`config.mk`:
```
export PLATFORM = sky130hd
export DESIGN_NAME = sio_exec
export DESIGN_NICKNAME = d
export VERILOG_FILES = /design/src/verilog/sio_pkg.sv /design/src/verilog/sio_exec.sv
export SDC_FILE = /design/constraint.sdc
export NUM_CORES = 1
export LEC_CHECK = 0
export BUFFER_PORTS_ARGS = -buffer_cell sky130_fd_sc_hd__buf_2
export CORE_MARGIN = 3
export CORE_UTILIZATION = 52
export DETAILED_ROUTE_END_ITERATION = 12
export HOLD_SLACK_MARGIN = 0.08
export PLACE_DENSITY = 0.77
export SLEW_MARGIN = 5
export SYNTH_ARGS = -nofsm -noshare
export SYNTH_HDL_FRONTEND = slang
export SYNTH_SLANG_ARGS = --single-unit
export TNS_END_PERCENT = 50
```
`constraint.sdc`:
```
create_clock -name SYS_CLK_I -period 6.7 [get_ports SYS_CLK_I]
set_input_delay 0.67 -clock SYS_CLK_I [delete_from_list [all_inputs] [get_ports SYS_CLK_I]]
set_output_delay 0.67 -clock SYS_CLK_I [all_outputs]
set_load 0.02 [all_outputs]
```
`src/verilog/sio_pkg.sv`:
```
// constants and types shared by the stack, i/o and machine-control execution block
package sio_pkg;

   typedef enum logic [3:0] {
      OP_JUMP_VIA_POINTER_PAIR = 4'h0,
      OP_PUSH_PAIR = 4'h1,
      OP_PUSH_FLAG_ACC_WORD = 4'h2,
      OP_POP_PAIR = 4'h3,
      OP_POP_FLAG_ACC_WORD = 4'h4,
      OP_STACK_TOP_EXCHANGE = 4'h5,
      OP_LOAD_STACK_POINTER = 4'h6,
      OP_PORT_IN = 4'h7,
      OP_PORT_OUT = 4'h8,
      OP_INTERRUPT_ENABLE = 4'h9,
      OP_INTERRUPT_DISABLE = 4'hA,
      OP_HALT = 4'hB,
      OP_NO_OPERATION = 4'hC,
      OP_READ_INTERRUPT_MASK = 4'hD,
      OP_SET_INTERRUPT_MASK = 4'hE
   } sio_op_t;

   typedef enum logic [1:0] {
      ST_IDLE = 2'b00,
      ST_EXEC = 2'b01,
      ST_HALTED = 2'b10
   } sio_state_t;

   // processor states per operation, one clock each
   localparam logic [4:0] STATES_JUMP = 5'h06;
   localparam logic [4:0] STATES_PUSH = 5'h0C;
   localparam logic [4:0] STATES_POP = 5'h0A;
   localparam logic [4:0] STATES_EXCHANGE = 5'h10;
   localparam logic [4:0] STATES_LOAD_SP = 5'h06;
   localparam logic [4:0] STATES_PORT = 5'h0A;
   localparam logic [4:0] STATES_SHORT = 5'h04;
   localparam logic [4:0] STATES_HALT = 5'h05;

   // bus access schedule: first state of first access, number of accesses
   localparam int BUS_PHASES = 3;
   localparam logic [4:0] FIRST_ACC_PUSH = 5'h06;
   localparam logic [4:0] FIRST_ACC_POP = 5'h04;
   localparam logic [4:0] FIRST_ACC_EXCHANGE = 5'h04;
   localparam logic [4:0] FIRST_ACC_PORT = 5'h07;
   localparam int ACC_COUNT_PUSH = 2;
   localparam int ACC_COUNT_POP = 2;
   localparam int ACC_COUNT_EXCHANGE = 4;
   localparam int ACC_COUNT_PORT = 1;
   localparam logic [4:0] HALT_STATUS_STROBE_STATE = 5'h03;

   // register file indexes; pair n is (2n, 2n+1)
   localparam logic [2:0] REG_H = 3'h4;
   localparam logic [2:0] REG_L = 3'h5;
   localparam logic [2:0] REG_FLAGS = 3'h6;
   localparam logic [2:0] REG_ACC = 3'h7;
   localparam logic [3:0] PRESET_SEL_SP = 4'h8;
   localparam logic [3:0] PRESET_SEL_PC = 4'h9;

   // flag byte layout; undefined positions zeroed on flag/accumulator word push and pop
   localparam logic [7:0] FLAG_DEFINED_MASK = 8'hD5;

   // read-interrupt-mask result layout
   localparam int MASKREAD_ENABLE_BIT = 3;

   // set-interrupt-mask accumulator fields
   localparam int MASKSET_LOAD_BIT = 3;
   localparam int MASKSET_CLEAR_R75_BIT = 4;
   localparam int MASKSET_SERIAL_ENABLE_BIT = 6;
   localparam int MASKSET_SERIAL_DATA_BIT = 7;

   // values after reset
   localparam logic [2:0] MASK_RESET = 3'h7;
   localparam logic SERIAL_OUT_RESET = 1'b0;
   localparam logic [15:0] PTR_RESET = 16'h0000;
   localparam logic [7:0] REG_RESET = 8'h00;

endpackage
```
`src/verilog/sio_exec.sv`:
```
// execution unit for the stack, port i/o and machine-control operations
`timescale 1ns/100ps
`default_nettype none
module sio_exec (
   // clock and reset
   input wire logic SYS_CLK_I,
   input wire logic ARST_N_I,
   // operation request
   input wire logic START_I,
   input wire sio_pkg::sio_op_t OP_I,
   input wire logic [1:0] RP_I,
   input wire logic [7:0] PORT_I,
   output logic BUSY_O,
   output logic DONE_O,
   // register preset and view
   input wire logic PRESET_I,
   input wire logic [3:0] PRESET_SEL_I,
   input wire logic [15:0] PRESET_DATA_I,
   output logic [7:0] ACC_O,
   output logic [7:0] FLAGS_O,
   output logic [15:0] BC_O,
   output logic [15:0] DE_O,
   output logic [15:0] HL_O,
   output logic [15:0] SP_O,
   output logic [15:0] PC_O,
   // processor bus
   output logic [15:0] ADDR_O,
   output logic ALE_O,
   output logic RD_N_O,
   output logic WR_N_O,
   output logic IO_M_O,
   input wire logic [7:0] DATA_I,
   output logic [7:0] DATA_O,
   output logic DATA_OE_O,
   output logic HALTED_O,
   // interrupts and serial lines
   input wire logic RST55_I,
   input wire logic RST65_I,
   input wire logic RST75_I,
   input wire logic TRAP_TAKEN_I,
   input wire logic ACK75_I,
   input wire logic WAKE_I,
   input wire logic SID_I,
   output logic SERIAL_OUT_O,
   output logic INT_ENABLE_O,
   output logic INT_REQ_O,
   output logic [2:0] MASK_O,
   output logic PEND75_O
);

   function automatic logic [4:0] op_states(input sio_pkg::sio_op_t op);
      case (op)
         sio_pkg::OP_JUMP_VIA_POINTER_PAIR: op_states = sio_pkg::STATES_JUMP;
         sio_pkg::OP_PUSH_PAIR: op_states = sio_pkg::STATES_PUSH;
         sio_pkg::OP_PUSH_FLAG_ACC_WORD: op_states = sio_pkg::STATES_PUSH;
         sio_pkg::OP_POP_PAIR: op_states = sio_pkg::STATES_POP;
         sio_pkg::OP_POP_FLAG_ACC_WORD: op_states = sio_pkg::STATES_POP;
         sio_pkg::OP_STACK_TOP_EXCHANGE: op_states = sio_pkg::STATES_EXCHANGE;
         sio_pkg::OP_LOAD_STACK_POINTER: op_states = sio_pkg::STATES_LOAD_SP;
         sio_pkg::OP_PORT_IN: op_states = sio_pkg::STATES_PORT;
         sio_pkg::OP_PORT_OUT: op_states = sio_pkg::STATES_PORT;
         sio_pkg::OP_HALT: op_states = sio_pkg::STATES_HALT;
         default: op_states = sio_pkg::STATES_SHORT;
      endcase
   endfunction

   function automatic logic [4:0] first_acc(input sio_pkg::sio_op_t op);
      case (op)
         sio_pkg::OP_PUSH_PAIR: first_acc = sio_pkg::FIRST_ACC_PUSH;
         sio_pkg::OP_PUSH_FLAG_ACC_WORD: first_acc = sio_pkg::FIRST_ACC_PUSH;
         sio_pkg::OP_POP_PAIR: first_acc = sio_pkg::FIRST_ACC_POP;
         sio_pkg::OP_POP_FLAG_ACC_WORD: first_acc = sio_pkg::FIRST_ACC_POP;
         sio_pkg::OP_STACK_TOP_EXCHANGE: first_acc = sio_pkg::FIRST_ACC_EXCHANGE;
         default: first_acc = sio_pkg::FIRST_ACC_PORT;
      endcase
   endfunction

   function automatic logic [4:0] acc_span(input sio_pkg::sio_op_t op);
      case (op)
         sio_pkg::OP_PUSH_PAIR,
         sio_pkg::OP_PUSH_FLAG_ACC_WORD:
            acc_span = 5'(sio_pkg::BUS_PHASES * sio_pkg::ACC_COUNT_PUSH);
         sio_pkg::OP_POP_PAIR,
         sio_pkg::OP_POP_FLAG_ACC_WORD:
            acc_span = 5'(sio_pkg::BUS_PHASES * sio_pkg::ACC_COUNT_POP);
         sio_pkg::OP_STACK_TOP_EXCHANGE:
            acc_span = 5'(sio_pkg::BUS_PHASES * sio_pkg::ACC_COUNT_EXCHANGE);
         sio_pkg::OP_PORT_IN,
         sio_pkg::OP_PORT_OUT:
            acc_span = 5'(sio_pkg::BUS_PHASES * sio_pkg::ACC_COUNT_PORT);
         default: acc_span = 5'h00;
      endcase
   endfunction

   // control state
   sio_pkg::sio_state_t state_r;
   sio_pkg::sio_state_t state_nxt;
   sio_pkg::sio_op_t op_r;
   logic [1:0] rp_r;
   logic [7:0] port_r;
   logic [4:0] t_r;
   logic [4:0] t_nxt;

   // architectural registers
   logic [7:0] gpr_r [0:7];
   logic [7:0] gpr_nxt [0:7];
   logic [15:0] sp_r;
   logic [15:0] sp_nxt;
   logic [15:0] pc_r;
   logic [15:0] pc_nxt;

   // bus registers
   logic [15:0] addr_r;
   logic [15:0] addr_nxt;
   logic ale_r;
   logic ale_nxt;
   logic rd_r;
   logic rd_nxt;
   logic wr_r;
   logic wr_nxt;
   logic iom_r;
   logic iom_nxt;
   logic doe_r;
   logic doe_nxt;
   logic [7:0] dout_r;
   logic [7:0] dout_nxt;
   logic cap_r;
   logic cap_nxt;
   logic cap_hi_r;
   logic cap_hi_nxt;
   logic [7:0] rd_lo_r;
   logic [7:0] rd_hi_r;

   // interrupt state
   logic ie_r;
   logic ie_nxt;
   logic en_arm_r;
   logic en_arm_nxt;
   logic trap_r;
   logic ie_saved_r;
   logic [2:0] mask_r;
   logic [2:0] mask_nxt;
   logic r75_r;
   logic r75_prev_r;
   logic ser_out_r;
   logic ser_out_nxt;

   wire start_ok = START_I && (state_r == sio_pkg::ST_IDLE);
   wire in_exec = (state_r == sio_pkg::ST_EXEC);
   wire last = in_exec && (t_r == op_states(op_r) - 5'h01);
   wire exec_nxt = start_ok || (in_exec && !last);
   wire sio_pkg::sio_op_t op_cur = start_ok ? OP_I : op_r;
   wire [1:0] rp_cur = start_ok ? RP_I : rp_r;
   wire [7:0] port_cur = start_ok ? PORT_I : port_r;
   wire [7:0] acc = gpr_r[sio_pkg::REG_ACC];
   wire [15:0] hl = {gpr_r[sio_pkg::REG_H], gpr_r[sio_pkg::REG_L]};

   // access schedule for the state about to be entered
   wire [4:0] fa = first_acc(op_cur);
   wire [4:0] rel = t_nxt - fa;
   wire in_acc = exec_nxt && (t_nxt >= fa) && (rel < acc_span(op_cur));
   wire [2:0] acc_j = 3'(rel / 5'(sio_pkg::BUS_PHASES));
   wire [1:0] acc_ph = 2'(rel % 5'(sio_pkg::BUS_PHASES));
   wire is_push = (op_cur == sio_pkg::OP_PUSH_PAIR)
      || (op_cur == sio_pkg::OP_PUSH_FLAG_ACC_WORD);
   wire is_port = (op_cur == sio_pkg::OP_PORT_IN) || (op_cur == sio_pkg::OP_PORT_OUT);
   wire acc_write = is_push || (op_cur == sio_pkg::OP_PORT_OUT)
      || ((op_cur == sio_pkg::OP_STACK_TOP_EXCHANGE) && acc_j[1]);
   wire [15:0] push_addr = (acc_j == 3'h0) ? sp_r - 16'h0001 : sp_r - 16'h0002;
   wire [15:0] stack_addr = acc_j[0] ? sp_r + 16'h0001 : sp_r;
   wire [15:0] acc_addr = is_port ? {port_cur, port_cur}
      : (is_push ? push_addr : stack_addr);
   wire [7:0] pair_hi = gpr_r[{rp_cur, 1'b0}];
   wire [7:0] pair_lo = gpr_r[{rp_cur, 1'b1}];
   wire [7:0] word_lo = gpr_r[sio_pkg::REG_FLAGS] & sio_pkg::FLAG_DEFINED_MASK;
   wire [7:0] push_data = (op_cur == sio_pkg::OP_PUSH_PAIR)
      ? ((acc_j == 3'h0) ? pair_hi : pair_lo)
      : ((acc_j == 3'h0) ? acc : word_lo);
   wire [7:0] xchg_data = acc_j[0] ? gpr_r[sio_pkg::REG_H] : gpr_r[sio_pkg::REG_L];
   wire [7:0] acc_wdata = is_push ? push_data : (is_port ? acc : xchg_data);
   wire halt_strobe = exec_nxt && (op_cur == sio_pkg::OP_HALT)
      && ((t_nxt == 5'h00) || (t_nxt == sio_pkg::HALT_STATUS_STROBE_STATE));

   // read data of the final state is used straight from the bus
   wire [7:0] rd_lo = (cap_r && !cap_hi_r) ? DATA_I : rd_lo_r;
   wire [7:0] rd_hi = (cap_r && cap_hi_r) ? DATA_I : rd_hi_r;

   // interrupt view
   wire [2:0] pend = {r75_r, RST65_I, RST55_I};
   wire ie_view = trap_r ? ie_saved_r : ie_r;
   wire [7:0] mask_read_val = {SID_I, pend, ie_view, mask_r};
   wire r75_edge = RST75_I && !r75_prev_r;
   wire mask_set_now = last && (op_r == sio_pkg::OP_SET_INTERRUPT_MASK);
   wire en_dis_running = in_exec && ((op_r == sio_pkg::OP_INTERRUPT_ENABLE)
      || (op_r == sio_pkg::OP_INTERRUPT_DISABLE));

   always_comb
   begin
      t_nxt = 5'h00;
      if (start_ok)
      begin
         t_nxt = 5'h00;
      end
      else if (in_exec && !last)
      begin
         t_nxt = t_r + 5'h01;
      end
      state_nxt = state_r;
      case (state_r)
         sio_pkg::ST_IDLE:
            if (start_ok)
            begin
               state_nxt = sio_pkg::ST_EXEC;
            end
         sio_pkg::ST_EXEC:
            if (last)
            begin
               state_nxt = (op_r == sio_pkg::OP_HALT) ? sio_pkg::ST_HALTED
                  : sio_pkg::ST_IDLE;
            end
         sio_pkg::ST_HALTED:
            if (WAKE_I)
            begin
               state_nxt = sio_pkg::ST_IDLE;
            end
         default: state_nxt = sio_pkg::ST_IDLE;
      endcase
   end

   // bus phases: 0 address strobe, 1-2 read or write strobe, read taken in 2
   always_comb
   begin
      ale_nxt = (in_acc && (acc_ph == 2'h0)) || halt_strobe;
      rd_nxt = in_acc && (acc_ph != 2'h0) && !acc_write;
      wr_nxt = in_acc && (acc_ph != 2'h0) && acc_write;
      doe_nxt = wr_nxt;
      dout_nxt = wr_nxt ? acc_wdata : 8'h00;
      addr_nxt = in_acc ? acc_addr : addr_r;
      iom_nxt = in_acc ? is_port : iom_r;
      cap_nxt = rd_nxt && (acc_ph == 2'h2);
      cap_hi_nxt = acc_j[0];
   end

   // register file; only a preset, a flag/accumulator word pop or a pair pop of pair 3 writes flags
   always_comb
   begin
      for (int i = 0; i < 8; i++)
      begin
         gpr_nxt[i] = gpr_r[i];
      end
      sp_nxt = sp_r;
      pc_nxt = pc_r;
      if (PRESET_I && (state_r == sio_pkg::ST_IDLE) && !START_I)
      begin
         if (PRESET_SEL_I == sio_pkg::PRESET_SEL_SP)
         begin
            sp_nxt = PRESET_DATA_I;
         end
         else if (PRESET_SEL_I == sio_pkg::PRESET_SEL_PC)
         begin
            pc_nxt = PRESET_DATA_I;
         end
         else if (!PRESET_SEL_I[3])
         begin
            gpr_nxt[PRESET_SEL_I[2:0]] = PRESET_DATA_I[7:0];
         end
      end
      if (last)
      begin
         case (op_r)
            sio_pkg::OP_JUMP_VIA_POINTER_PAIR: pc_nxt = hl;
            sio_pkg::OP_PUSH_PAIR,
            sio_pkg::OP_PUSH_FLAG_ACC_WORD: sp_nxt = sp_r - 16'h0002;
            sio_pkg::OP_POP_PAIR:
            begin
               gpr_nxt[{rp_r, 1'b1}] = rd_lo;
               gpr_nxt[{rp_r, 1'b0}] = rd_hi;
               sp_nxt = sp_r + 16'h0002;
            end
            sio_pkg::OP_POP_FLAG_ACC_WORD:
            begin
               gpr_nxt[sio_pkg::REG_FLAGS] = rd_lo & sio_pkg::FLAG_DEFINED_MASK;
               gpr_nxt[sio_pkg::REG_ACC] = rd_hi;
               sp_nxt = sp_r + 16'h0002;
            end
            sio_pkg::OP_STACK_TOP_EXCHANGE:
            begin
               gpr_nxt[sio_pkg::REG_L] = rd_lo;
               gpr_nxt[sio_pkg::REG_H] = rd_hi;
            end
            sio_pkg::OP_LOAD_STACK_POINTER: sp_nxt = hl;
            sio_pkg::OP_PORT_IN: gpr_nxt[sio_pkg::REG_ACC] = rd_lo;
            sio_pkg::OP_READ_INTERRUPT_MASK: gpr_nxt[sio_pkg::REG_ACC] = mask_read_val;
            default: pc_nxt = pc_r;
         endcase
      end
   end

   // enable waits for the next completed operation; a trap parks the old state
   always_comb
   begin
      ie_nxt = ie_r;
      en_arm_nxt = en_arm_r;
      if (last)
      begin
         if (op_r == sio_pkg::OP_INTERRUPT_ENABLE)
         begin
            en_arm_nxt = 1'b1;
         end
         else if (op_r == sio_pkg::OP_INTERRUPT_DISABLE)
         begin
            ie_nxt = 1'b0;
            en_arm_nxt = 1'b0;
         end
         else if (en_arm_r)
         begin
            ie_nxt = 1'b1;
            en_arm_nxt = 1'b0;
         end
      end
      if (TRAP_TAKEN_I)
      begin
         ie_nxt = 1'b0;
         en_arm_nxt = 1'b0;
      end
      mask_nxt = (mask_set_now && acc[sio_pkg::MASKSET_LOAD_BIT]) ? acc[2:0] : mask_r;
      ser_out_nxt = (mask_set_now && acc[sio_pkg::MASKSET_SERIAL_ENABLE_BIT])
         ? acc[sio_pkg::MASKSET_SERIAL_DATA_BIT] : ser_out_r;
   end

   always_ff @(posedge SYS_CLK_I or negedge ARST_N_I)
   begin
      if (!ARST_N_I)
      begin
         state_r <= sio_pkg::ST_IDLE;
         op_r <= sio_pkg::OP_NO_OPERATION;
         rp_r <= 2'h0;
         port_r <= 8'h00;
         t_r <= 5'h00;
         sp_r <= sio_pkg::PTR_RESET;
         pc_r <= sio_pkg::PTR_RESET;
      end
      else
      begin
         state_r <= state_nxt;
         op_r <= op_cur;
         rp_r <= rp_cur;
         port_r <= port_cur;
         t_r <= t_nxt;
         sp_r <= sp_nxt;
         pc_r <= pc_nxt;
      end
   end

   genvar g;
   generate
      for (g = 0; g < 8; g++)
      begin : gen_gpr
         always_ff @(posedge SYS_CLK_I or negedge ARST_N_I)
         begin
            if (!ARST_N_I)
            begin
               gpr_r[g] <= sio_pkg::REG_RESET;
            end
            else
            begin
               gpr_r[g] <= gpr_nxt[g];
            end
         end
      end
   endgenerate

   always_ff @(posedge SYS_CLK_I or negedge ARST_N_I)
   begin
      if (!ARST_N_I)
      begin
         addr_r <= 16'h0000;
         ale_r <= 1'b0;
         rd_r <= 1'b0;
         wr_r <= 1'b0;
         iom_r <= 1'b0;
         doe_r <= 1'b0;
         dout_r <= 8'h00;
         cap_r <= 1'b0;
         cap_hi_r <= 1'b0;
         rd_lo_r <= 8'h00;
         rd_hi_r <= 8'h00;
      end
      else
      begin
         addr_r <= addr_nxt;
         ale_r <= ale_nxt;
         rd_r <= rd_nxt;
         wr_r <= wr_nxt;
         iom_r <= iom_nxt;
         doe_r <= doe_nxt;
         dout_r <= dout_nxt;
         cap_r <= cap_nxt;
         cap_hi_r <= cap_hi_nxt;
         rd_lo_r <= rd_lo;
         rd_hi_r <= rd_hi;
      end
   end

   // the edge latch: a new edge beats any clear in the same cycle
   always_ff @(posedge SYS_CLK_I or negedge ARST_N_I)
   begin
      if (!ARST_N_I)
      begin
         r75_r <= 1'b0;
         r75_prev_r <= 1'b0;
      end
      else
      begin
         r75_prev_r <= RST75_I;
         if (r75_edge)
         begin
            r75_r <= 1'b1;
         end
         else if (mask_set_now && acc[sio_pkg::MASKSET_CLEAR_R75_BIT])
         begin
            r75_r <= 1'b0;
         end
         else if (ACK75_I && !mask_r[2])
         begin
            r75_r <= 1'b0;
         end
      end
   end

   always_ff @(posedge SYS_CLK_I or negedge ARST_N_I)
   begin
      if (!ARST_N_I)
      begin
         ie_r <= 1'b0;
         en_arm_r <= 1'b0;
         trap_r <= 1'b0;
         ie_saved_r <= 1'b0;
         mask_r <= sio_pkg::MASK_RESET;
         ser_out_r <= sio_pkg::SERIAL_OUT_RESET;
      end
      else
      begin
         ie_r <= ie_nxt;
         en_arm_r <= en_arm_nxt;
         // trap marker lives until the first operation after it completes
         if (TRAP_TAKEN_I)
         begin
            trap_r <= 1'b1;
            ie_saved_r <= ie_r;
         end
         else if (last)
         begin
            trap_r <= 1'b0;
         end
         mask_r <= mask_nxt;
         ser_out_r <= ser_out_nxt;
      end
   end

   assign BUSY_O = (state_r != sio_pkg::ST_IDLE);
   assign DONE_O = last;
   assign ACC_O = acc;
   assign FLAGS_O = gpr_r[sio_pkg::REG_FLAGS];
   assign BC_O = {gpr_r[0], gpr_r[1]};
   assign DE_O = {gpr_r[2], gpr_r[3]};
   assign HL_O = hl;
   assign SP_O = sp_r;
   assign PC_O = pc_r;
   assign ADDR_O = addr_r;
   assign ALE_O = ale_r;
   assign RD_N_O = !rd_r;
   assign WR_N_O = !wr_r;
   assign IO_M_O = iom_r;
   assign DATA_O = dout_r;
   assign DATA_OE_O = doe_r;
   assign HALTED_O = (state_r == sio_pkg::ST_HALTED);
   assign SERIAL_OUT_O = ser_out_r;
   assign INT_ENABLE_O = ie_r;
   assign MASK_O = mask_r;
   assign PEND75_O = r75_r;
   // no request is raised while an enable or disable is running
   assign INT_REQ_O = ie_r && !en_dis_running && |(pend & ~mask_r);

endmodule
`default_nettype wire

```
==> run_results.csv, run 1 <==
group,metric,value,unit
timing,relSlewSlack,0.2018,
flow_run,cap_violations,0,
clocking,clk_latency,0.44,ns
detailed_routing,wl_per_cell,23.21,um
floorplanning,start_util,0.5358,
yosys,synth_top_area_share,0.3698,
placed_design,dp_slack,-0.05195,ns
setup_path,start_kind,"flop",
timing,period_share,0.9775,
timing,setup_viol,0,
yosys,synth.area.mux_share,0.1158,
yosys,ys.flop_type,"dfrtp_1",
detailed_routing,drc,0,
setup_path,endpoint_kind,"flop",
floorplanning,rows,53,
detailed_routing,detail-route-antenna-nets,0,
yosys,synth_adder_area_share,0.02267,
yosys,syn_area,11370,um^2
timing,drv_slew,0,
setup_path,r2r-start,"op_r[1]",
floorplanning,num_io_pins,188,
detailed_routing,via_per_inst,6.565,
global_routing,grt_pass1_vias,10794,
yosys,synth-xor-area-share,0.02366,
cells_and_area,area_delta_synth_final,18.51,%
clocking,clk_path_buf_depth,2,
detailed_routing,vias,11429,
setup_path,max_stage_delay,0.43,ns
setup_path,worst-setup-path-type,"flop to flop",
clocking,htreeDepth,4,
global_routing,antenna_found_initial,0,
detailed_routing,first_pass_iters,6,
yosys,synthSimpleGateAreaFrac,0.1882,
floorplanning,dieWidth,153.9,um
setup_path,critical_path_arrival,6.84,ns
floorplanning,dieHeight,153.9,um
setup_path,cp-endpoint,"ADDR_O[12]",
yosys,synth_edf_count,0,
yosys,ys_warn_count,0,
setup_path,r2r_cells,31,
cells_and_area,diodes,0,
yosys,synth.net_count,1370,
timing,hold_violations,0,
yosys,syn_area_per_cell,8.766,um^2
setup_path,cp.required,6.99,ns
timing,worst_slack,0.1509,ns
yosys,ys_seq_elements,173,
yosys,yosysSeqAreaShare,0.3813,
global_routing,grt_overflow,0,
detailed_routing,routed_wl,40410,um
clocking,tritoncts,"built",
placed_design,dp_hpwl,28640,um
yosys,synthCells,1297,
yosys,ys_types,87,
timing,fmax,152.7,MHz
yosys,synth_top_family_by_area,"compound AO/OA/AOI/OAI gates",
setup_path,crit_top_cell,"ha_4",
yosys,yosysMostFrequentCell,"dfrtp_1",
global_routing,grt_max_degree,70,
yosys,async_reset_ff_frac,1.000,
timing,skew,0.01314,ns
setup_path,r2r_setup_slack,0.15,ns
yosys,synth_top_area_cell,"dfrtp_1",
worst_hold_path,hold_class,"primary input to asynchronous set/reset pin",
setup_path,slowest_stage,"dfrtp_2",
cells_and_area,final_nets,1527,
placed_design,gp_congestion,0.9620,
run_status,outcome,"finished, final reports clean",
detailed_routing,first_iter_violations,1213,
yosys,synthTopCellsByArea,"dfrtp_1, mux2i_1, nand2_1",
setup_path,rr_endpoint,"ADDR_O[12]",
clocking,cts.hold.buffers_added,0,
global_routing,grt_pass1_wl,62420,um
timing,max_slew.worst_pin.slew,1.188,ns
clocking,cts_sinks,173,
floorplanning,core,21220,um^2
yosys,synth_compound_area_frac,0.2224,
timing,finalCriticalPeriod,6.549,ns
cells_and_area,layout-drive-gt1-share,0.2490,
floorplanning,design.die.area,23670,um^2
setup_path,crit_path_max_fanout,7,
placed_design,io_buffer_count,187,
clocking,cts_buffers,17,
timing,rsz0062_at_grt,"yes",
clocking,clock-root-buffer,"clkbuf_16",
yosys,synthTopCellsByCount,"dfrtp_1, nand2_1, nor2_1",
global_routing,grt.total_usage,0.3316,
clocking,path_clk_slew,0.08,ns
setup_path,cp-startpoint,"op_r[1]",
[through the flow]
stage               cell area [um^2]    util  cells  hold slack, ns  setup TNS [ns]
CTS                            13300  0.6266   1736          0.1872               0
global placement               12660  0.5968   1703          0.4032               0
global route                   13470  0.6350   1741          0.2095         -0.1547
detailed placement             12660  0.5968   1703          0.4118        -0.08483
floorplan                      11490       -   1297          0.3744               0
finish                         13470  0.6350   1741          0.1780               0
[metal layers]
| layer | share of wire | track usage | vias up |
|---|---|---|---|
| met1 | 0.40 | 0.4702 | 5454 |
| li1 | - | - | 5118 |
| met2 | 0.45 | 0.5066 | 740 |
| met4 | 0.041 | 0.1257 | 0 |
| met3 | 0.11 | 0.06502 | 117 |
| met5 | 0 | 0 | - |
[area by class of cell]
| cell class | instances | area, um^2 |
|---|---|---|
| sequential | 173 | 4337 |
| fill | 1778 | 7746 |
| multi-input combinational | 994 | 6748 |
| inverter | 34 | 130.1 |
| clock buffer | 17 | 425.4 |
| clock inverter | 14 | 178.9 |
| timing repair buffer | 234 | 1311 |
| tap | 275 | 344.1 |
[sequential cells by signal (all words and copies together), names as in the netlist, 3 cells and up]
name	cells
MASK_O	3
op_r	4
port_r	8
SP_O	16
BC_O	16
FLAGS_O	8
t_r	5
DATA_O	8
ADDR_O	16
rd_lo_r	8
HL_O	16
DE_O	16
PC_O	16
ACC_O	8
rd_hi_r	8
[placed cells by master (no fill, tap or decap), drive strengths merged, types with 4 or more instances in the layout]
master and count:
nand3b 7, nand4 7, a211oi 22, buf 234, nor2 123, ha 19, a221oi 22, o21ai 53
mux2 36, o22ai 47, a221o 8, xnor2 18, a31oi 5, clkinv 10, a311oi 25, xor2 11
nor2b 12, nor4 7, nand2 149, or2 4, o221ai 10, mux2i 91, a21o 7, o21a 4
inv 37, dfrtp 168, nand2b 13, dfstp 5, and2 13, nand3 24, and3 39, clkbuf 17
o31ai 7, nor3 27, o2111ai 13, a21oi 107, or3 16, o211ai 4
[critical path: cells and delay by family, from the launching register on]
family,cells,cell delay (ns)
AOI/OAI and AO/OA,14,2.68
and+or+nand+nor,6,1.16
buffers and inverters,2,0.13
muxes,2,0.48
xor gates and xnor gates,1,0.19
adders and majority gates,6,1.31
DFF,1,0.43
[worst min path at each step]
stage | end | slack [ns]
after floorplan | ACC_O[0] | 0.37
after global placement | PEND75_O | 0.40
after detailed placement | PEND75_O | 0.41
after CTS | SP_O[9] | 0.19
after global routing | SP_O[9] | 0.21
final | SP_O[9] | 0.18
[logic make-up after synthesis]
kind of cell,Yosys count
AOI/OAI and AO/OA,367
xor gates and xnor gates,29
adders and majority gates,20
buffers and inverters,130
DFF,173
muxes,127
and+or+nand+nor,451
[repair_timing]
item                                    4_1_cts  5_1_grt
buffers inserted                              2        5
endpoints found under the hold margin         0        0
pin swaps                                     2       17
endpoints found under the setup margin        6       28
gates resized for setup                       0       25
Power of run 1 is left out: the tool's default activity adds up to more than one toggle a clock period on the data nets, which glitch-free logic cannot reach.
==> run 2: changes to the inputs <==
- CORE_ASPECT_RATIO: unset -> 1.1
==> run_results.csv, run 2 (same netlist as run 1, synthesis figures left out) <==
group,metric,value,unit
run_status,outcome,"finished, final reports clean",
placed_design,dp_slack,-0.05679,ns
floorplanning,rows,56,
setup_path,r2r_setup_slack,0.13,ns
timing,setup_viol,0,
global_routing,grt_overflow,0,
clocking,cts_sinks,173,
timing,drv_slew,0,
setup_path,crit_top_cell,"ha_4",
setup_path,start_kind,"flop",
timing,fmax,152.1,MHz
setup_path,crit_path_max_fanout,5,
timing,period_share,0.9811,
timing,finalCriticalPeriod,6.573,ns
floorplanning,start_util,0.5303,
placed_design,gp_congestion,0.9541,
cells_and_area,nFillCells,1912,
cells_and_area,final_common_cell,"buf_2",
clocking,cts_buffers,17,
cells_and_area,final_nets,1533,
global_routing,grt.total_usage,0.3303,
global_routing,grt_max_degree,100,
setup_path,worst-setup-path-type,"flop to flop",
timing,max_slew.worst_pin.slew,1.268,ns
cells_and_area,mostFrequentLayoutCells,"buf_2, dfrtp_1, nand2_1",
clocking,clock-root-buffer,"clkbuf_16",
timing,skew,0.01516,ns
cells_and_area,area_delta_synth_final,18.67,%
detailed_routing,drc,0,
timing,relSlewSlack,0.1483,
clocking,path_clk_slew,0.07,ns
detailed_routing,vias,11485,
setup_path,max_stage_delay,0.42,ns
cells_and_area,layout-drive-gt1-share,0.2507,
clocking,clk_path_buf_depth,2,
global_routing,grt_pass1_wl,62210,um
placed_design,io_buffer_count,187,
timing,worst_slack,0.1270,ns
cells_and_area,stdcell_count,1762,
clocking,htreeDepth,4,
detailed_routing,first_iter_violations,1664,
cells_and_area,diodes,0,
floorplanning,core,21440,um^2
timing,hold_violations,0,
setup_path,r2r-start,"op_r[1]",
detailed_routing,detail-route-antenna-nets,0,
setup_path,slowest_stage,"dfrtp_2",
detailed_routing,first_pass_iters,6,
detailed_routing,via_per_inst,6.518,
setup_path,cp.required,7.06,ns
detailed_routing,wl_per_cell,23.04,um
clocking,tritoncts,"built",
floorplanning,dieHeight,161.1,um
floorplanning,dieWidth,147.0,um
setup_path,critical_path_arrival,6.93,ns
clocking,clk_latency,0.44,ns
global_routing,grt_pass1_vias,10611,
floorplanning,design.die.area,23680,um^2
setup_path,rr_endpoint,"ADDR_O[4]",
global_routing,antenna_found_initial,0,
placed_design,placed_cells,1716,
floorplanning,num_io_pins,188,
placed_design,dp_hpwl,28520,um
flow_run,cap_violations,0,
worst_hold_path,hold_class,"primary input to asynchronous set/reset pin",
setup_path,r2r_cells,32,
clocking,cts.hold.buffers_added,0,
setup_path,endpoint_kind,"flop",
detailed_routing,routed_wl,40600,um
==> run 2: how the worst max path moves through the flow <==
stage,from,slack [ns],cells after the start,end
after global placement,op_r[0],0.13,30,ADDR_O[12]
after floorplan,op_r[1],0.009,35,ADDR_O[12]
after detailed placement,op_r[0],-0.06,30,ADDR_O[14]
after global routing,op_r[1],-0.11,32,ADDR_O[4]
final,op_r[1],0.13,32,ADDR_O[4]
after CTS,op_r[0],0.05,31,ADDR_O[4]
==> run 2: final cells by class <==
class                      count  area, um^2  share of cell area
multi-input combinational    994        6723              0.4982
sequential                   173        4337              0.3214
timing repair buffer         240        1344             0.09959
clock buffer                  17       425.4             0.03153
tap                          290       362.8             0.02689
clock inverter                14       168.9             0.01252
inverter                      34       132.6            0.009829
==> run 2: metal layers <==
metal / global-route usage / wire (um) / part of all wire / up-vias
li1: - / - / - / 5120
met1: 0.4632 / 16150 / 0.40 / 5490
met2: 0.5146 / 18670 / 0.46 / 763
met3: 0.05892 / 4147 / 0.10 / 112
met4: 0.1258 / 1631 / 0.040 / 0
met5: 0 / 0 / 0 / -
==> run 2: worst max-delay path: cells and delay by family (launching register included) <==
family | cells | cell delay [ns]
DFF | 1 | 0.42
xor gates and xnor gates | 1 | 0.19
muxes | 2 | 0.37
and+or+nand+nor | 8 | 1.62
buffers and inverters | 3 | 0.34
adders and majority gates | 6 | 1.34
AOI/OAI and AO/OA | 12 | 2.21
==> run 2: what timing repair did <==
| action | 4_1_cts | 5_1_grt |
|---|---|---|
| resized for setup | 1 | 22 |
| setup endpoints to repair | 2 | 25 |
| pin swaps | 1 | 15 |
| setup buffers | 2 | 13 |
| endpoints found under the hold margin | 0 | 0 |
==> run 2: through the flow <==
step | utilization | hold WS (ns) | setup TNS [ns] | instance area (um^2)
after floorplan | - | 0.3744 | 0 | 11490
after global placement | 0.5909 | 0.4019 | 0 | 12670
after detailed placement | 0.5909 | 0.4134 | -0.1128 | 12670
after CTS | 0.6193 | 0.3395 | 0 | 13280
after global routing | 0.6293 | 0.3380 | -0.4926 | 13490
final | 0.6293 | 0.3055 | 0 | 13490
Power of run 2 is left out for the same reason.
==> run 3: changes to the inputs <==
- CORE_UTILIZATION: 52 -> 58
- MAX_ROUTING_LAYER: unset -> met4
- PLACE_DENSITY: 0.77 -> 0.79
- clock period: 6.7 -> 7.03 ns (I/O delays scaled with it)
==> run_results.csv, run 3 (same netlist as run 1, synthesis figures left out) <==
group,metric,value,unit
run_status,outcome,"complete, but fails checks",
run_status,violations,"DRC",
detailed_routing,wl_per_cell,22.92,um
clocking,clock-root-buffer,"clkbuf_16",
pwr,p_total,8.436,mW
floorplanning,num_io_pins,188,
clocking,clk_latency,0.45,ns
setup_path,worst-setup-path-type,"flop to flop",
placed_design,placed_cells,1669,
timing,skew,0.01534,ns
placed_design,dp_hpwl,27850,um
setup_path,critPathBufInv,1,
flow_run,cap_violations,0,
clocking,clk_path_buf_depth,2,
detailed_routing,via_per_inst,6.667,
clocking,cts_sinks,173,
cells_and_area,area_delta_synth_final,16.39,%
detailed_routing,drc,1,
detailed_routing,first_iter_violations,1409,
floorplanning,start_util,0.5933,
timing,rsz0062_at_grt,"no",
clocking,tritoncts,"built",
timing,drv_slew,0,
pwr,p_clk_frac,0.113,
clocking,cts_buffers,17,
floorplanning,dieHeight,152.8,um
pwr,p_comb_frac,0.654,
cells_and_area,post-route-util,0.6905,
setup_path,critical_path_arrival,7.00,ns
floorplanning,rows,53,
cells_and_area,multi_input_area,6604,um^2
cells_and_area,nFillCells,1526,
timing,period_share,0.9516,
placed_design,gp_congestion,0.9542,
timing,hold_violations,0,
floorplanning,design.die.area,21320,um^2
timing,setup_viol,0,
cells_and_area,regArea,4335,um^2
global_routing,grt-busiest-layer,"met2",
pwr,p_sw_frac,0.5310,
setup_path,endpoint_kind,"flop",
cells_and_area,mostFrequentLayoutCells,"buf_2, dfrtp_1, nand2_1",
detailed_routing,first_pass_iters,10,
pwr,vdd_drop_max,0.0005532,V
global_routing,grt.total_usage,0.3687,
cells_and_area,final_nets,1521,
setup_path,cp.required,7.34,ns
floorplanning,core,19160,um^2
cells_and_area,layout-drive-gt1-share,0.2320,
clocking,path_clk_slew,0.08,ns
timing,relSlewSlack,0.1842,
pwr,p_int,3.956,mW
detailed_routing,vias,11388,
setup_path,crit_path_max_fanout,7,
setup_path,slowest_stage,"or3_4",
timing,hold-worst-slack,0.2942,ns
setup_path,start_kind,"flop",
clocking,cts.hold.buffers_added,0,
timing,fin_setup_tns,0,ns
global_routing,use_met3,0.06039,
setup_path,crit_top_cell,"ha_1",
pwr,leakage,5.997,nW
timing,finalCriticalPeriod,6.690,ns
setup_path,max_stage_delay,0.40,ns
global_routing,antenna_found_initial,0,
pwr,power_density,637.5,nW/um^2
cells_and_area,final_common_cell,"buf_2",
detailed_routing,routed_wl,39140,um
timing,max_slew.worst_pin.slew,1.214,ns
worst_hold_path,hold_class,"primary input to asynchronous set/reset pin",
cells_and_area,diodes,0,
global_routing,grt_overflow,0,
global_routing,met2_usage,0.5585,
global_routing,grt_pass1_vias,10614,
clocking,htreeDepth,4,
pwr,switchingPower,4.479,mW
timing,fmax,149.5,MHz
floorplanning,dieWidth,139.5,um
global_routing,grtUsageMet1,0.4922,
cells_and_area,stdcell_count,1708,
global_routing,grt_max_degree,102,
detailed_routing,detail-route-antenna-nets,0,
placed_design,io_buffer_count,187,
pwr,seqPwrFrac,0.233,
global_routing,grt_pass1_wl,60650,um
setup_path,cp_top_family,"compound AO/OA/AOI/OAI gates",
run 3: cell count changes in the layout (fill, tap and decap cells not counted), moves of 3 or more:
cell,delta
buf_4,-12
inv_1,+3
ha_1,+6
ha_4,-5
clkinv_8,+3
run 3: power by group through the flow:
stage / logic [mW] / clock network [mW] / registers [mW]
final: 5.51 / 0.956 / 1.96
after global routing: 5.98 / 1.00 / 1.99
after CTS: 5.20 / 0.962 / 1.93
after detailed placement: 5.16 / 0 / 1.94
after global placement: 5.10 / 0 / 1.95
after floorplan: 3.61 / 0 / 2.01
run 3: cell type report:
cell class / instances / area share
Clock buffer: 18 / 0.03243
Multi-Input combinational cell: 994 / 0.4991
Sequential cell: 173 / 0.3276
Tap cell: 247 / 0.02335
Timing Repair Buffer: 228 / 0.09540
Inverter: 34 / 0.009644
Clock inverter: 14 / 0.01248
run 3: final timing paths:
path	cells past startpoint	slack, ns	to	from
hold / removal	1	0.29	ADDR_O[5]	ARST_N_I
min in group SYS_CLK_I	1	0.38	r75_prev_r	RST75_I
hold reg to reg	1	0.43	PEND75_O	r75_prev_r
max in group asynchronous	2	5.27	BC_O[1]	ARST_N_I
setup / recovery	32	0.34	ADDR_O[12]	op_r[0]
setup reg to reg	32	0.34	ADDR_O[12]	op_r[0]
run 3: what timing repair did:
| action | CTS | global route |
|---|---|---|
| gates resized for setup | 0 | 11 |
| setup endpoints to repair | 0 | 29 |
| hold endpoints to repair | 0 | 0 |
| setup buffers | 0 | 7 |
run 3: stage by stage:
| step | setup slack (ns) | instance area, um^2 |
|---|---|---|
| 2_1_floorplan | 0.03304 | 11400 |
| 3_3_place_gp | 0.3164 | 12530 |
| 3_5_place_dp | 0.1344 | 12530 |
| 4_1_cts | 0.04917 | 13130 |
| 5_1_grt | 0.02522 | 13230 |
| 6_report | 0.3400 | 13230 |
run 3: layer usage:
| metal | up-vias | part of all wire |
|---|---|---|
| met5 | - | 0 |
| met4 | 0 | 0.054 |
| met3 | 146 | 0.098 |
| met2 | 721 | 0.45 |
| met1 | 5432 | 0.39 |
| li1 | 5089 | - |
Power figures use the tool's default switching activity.
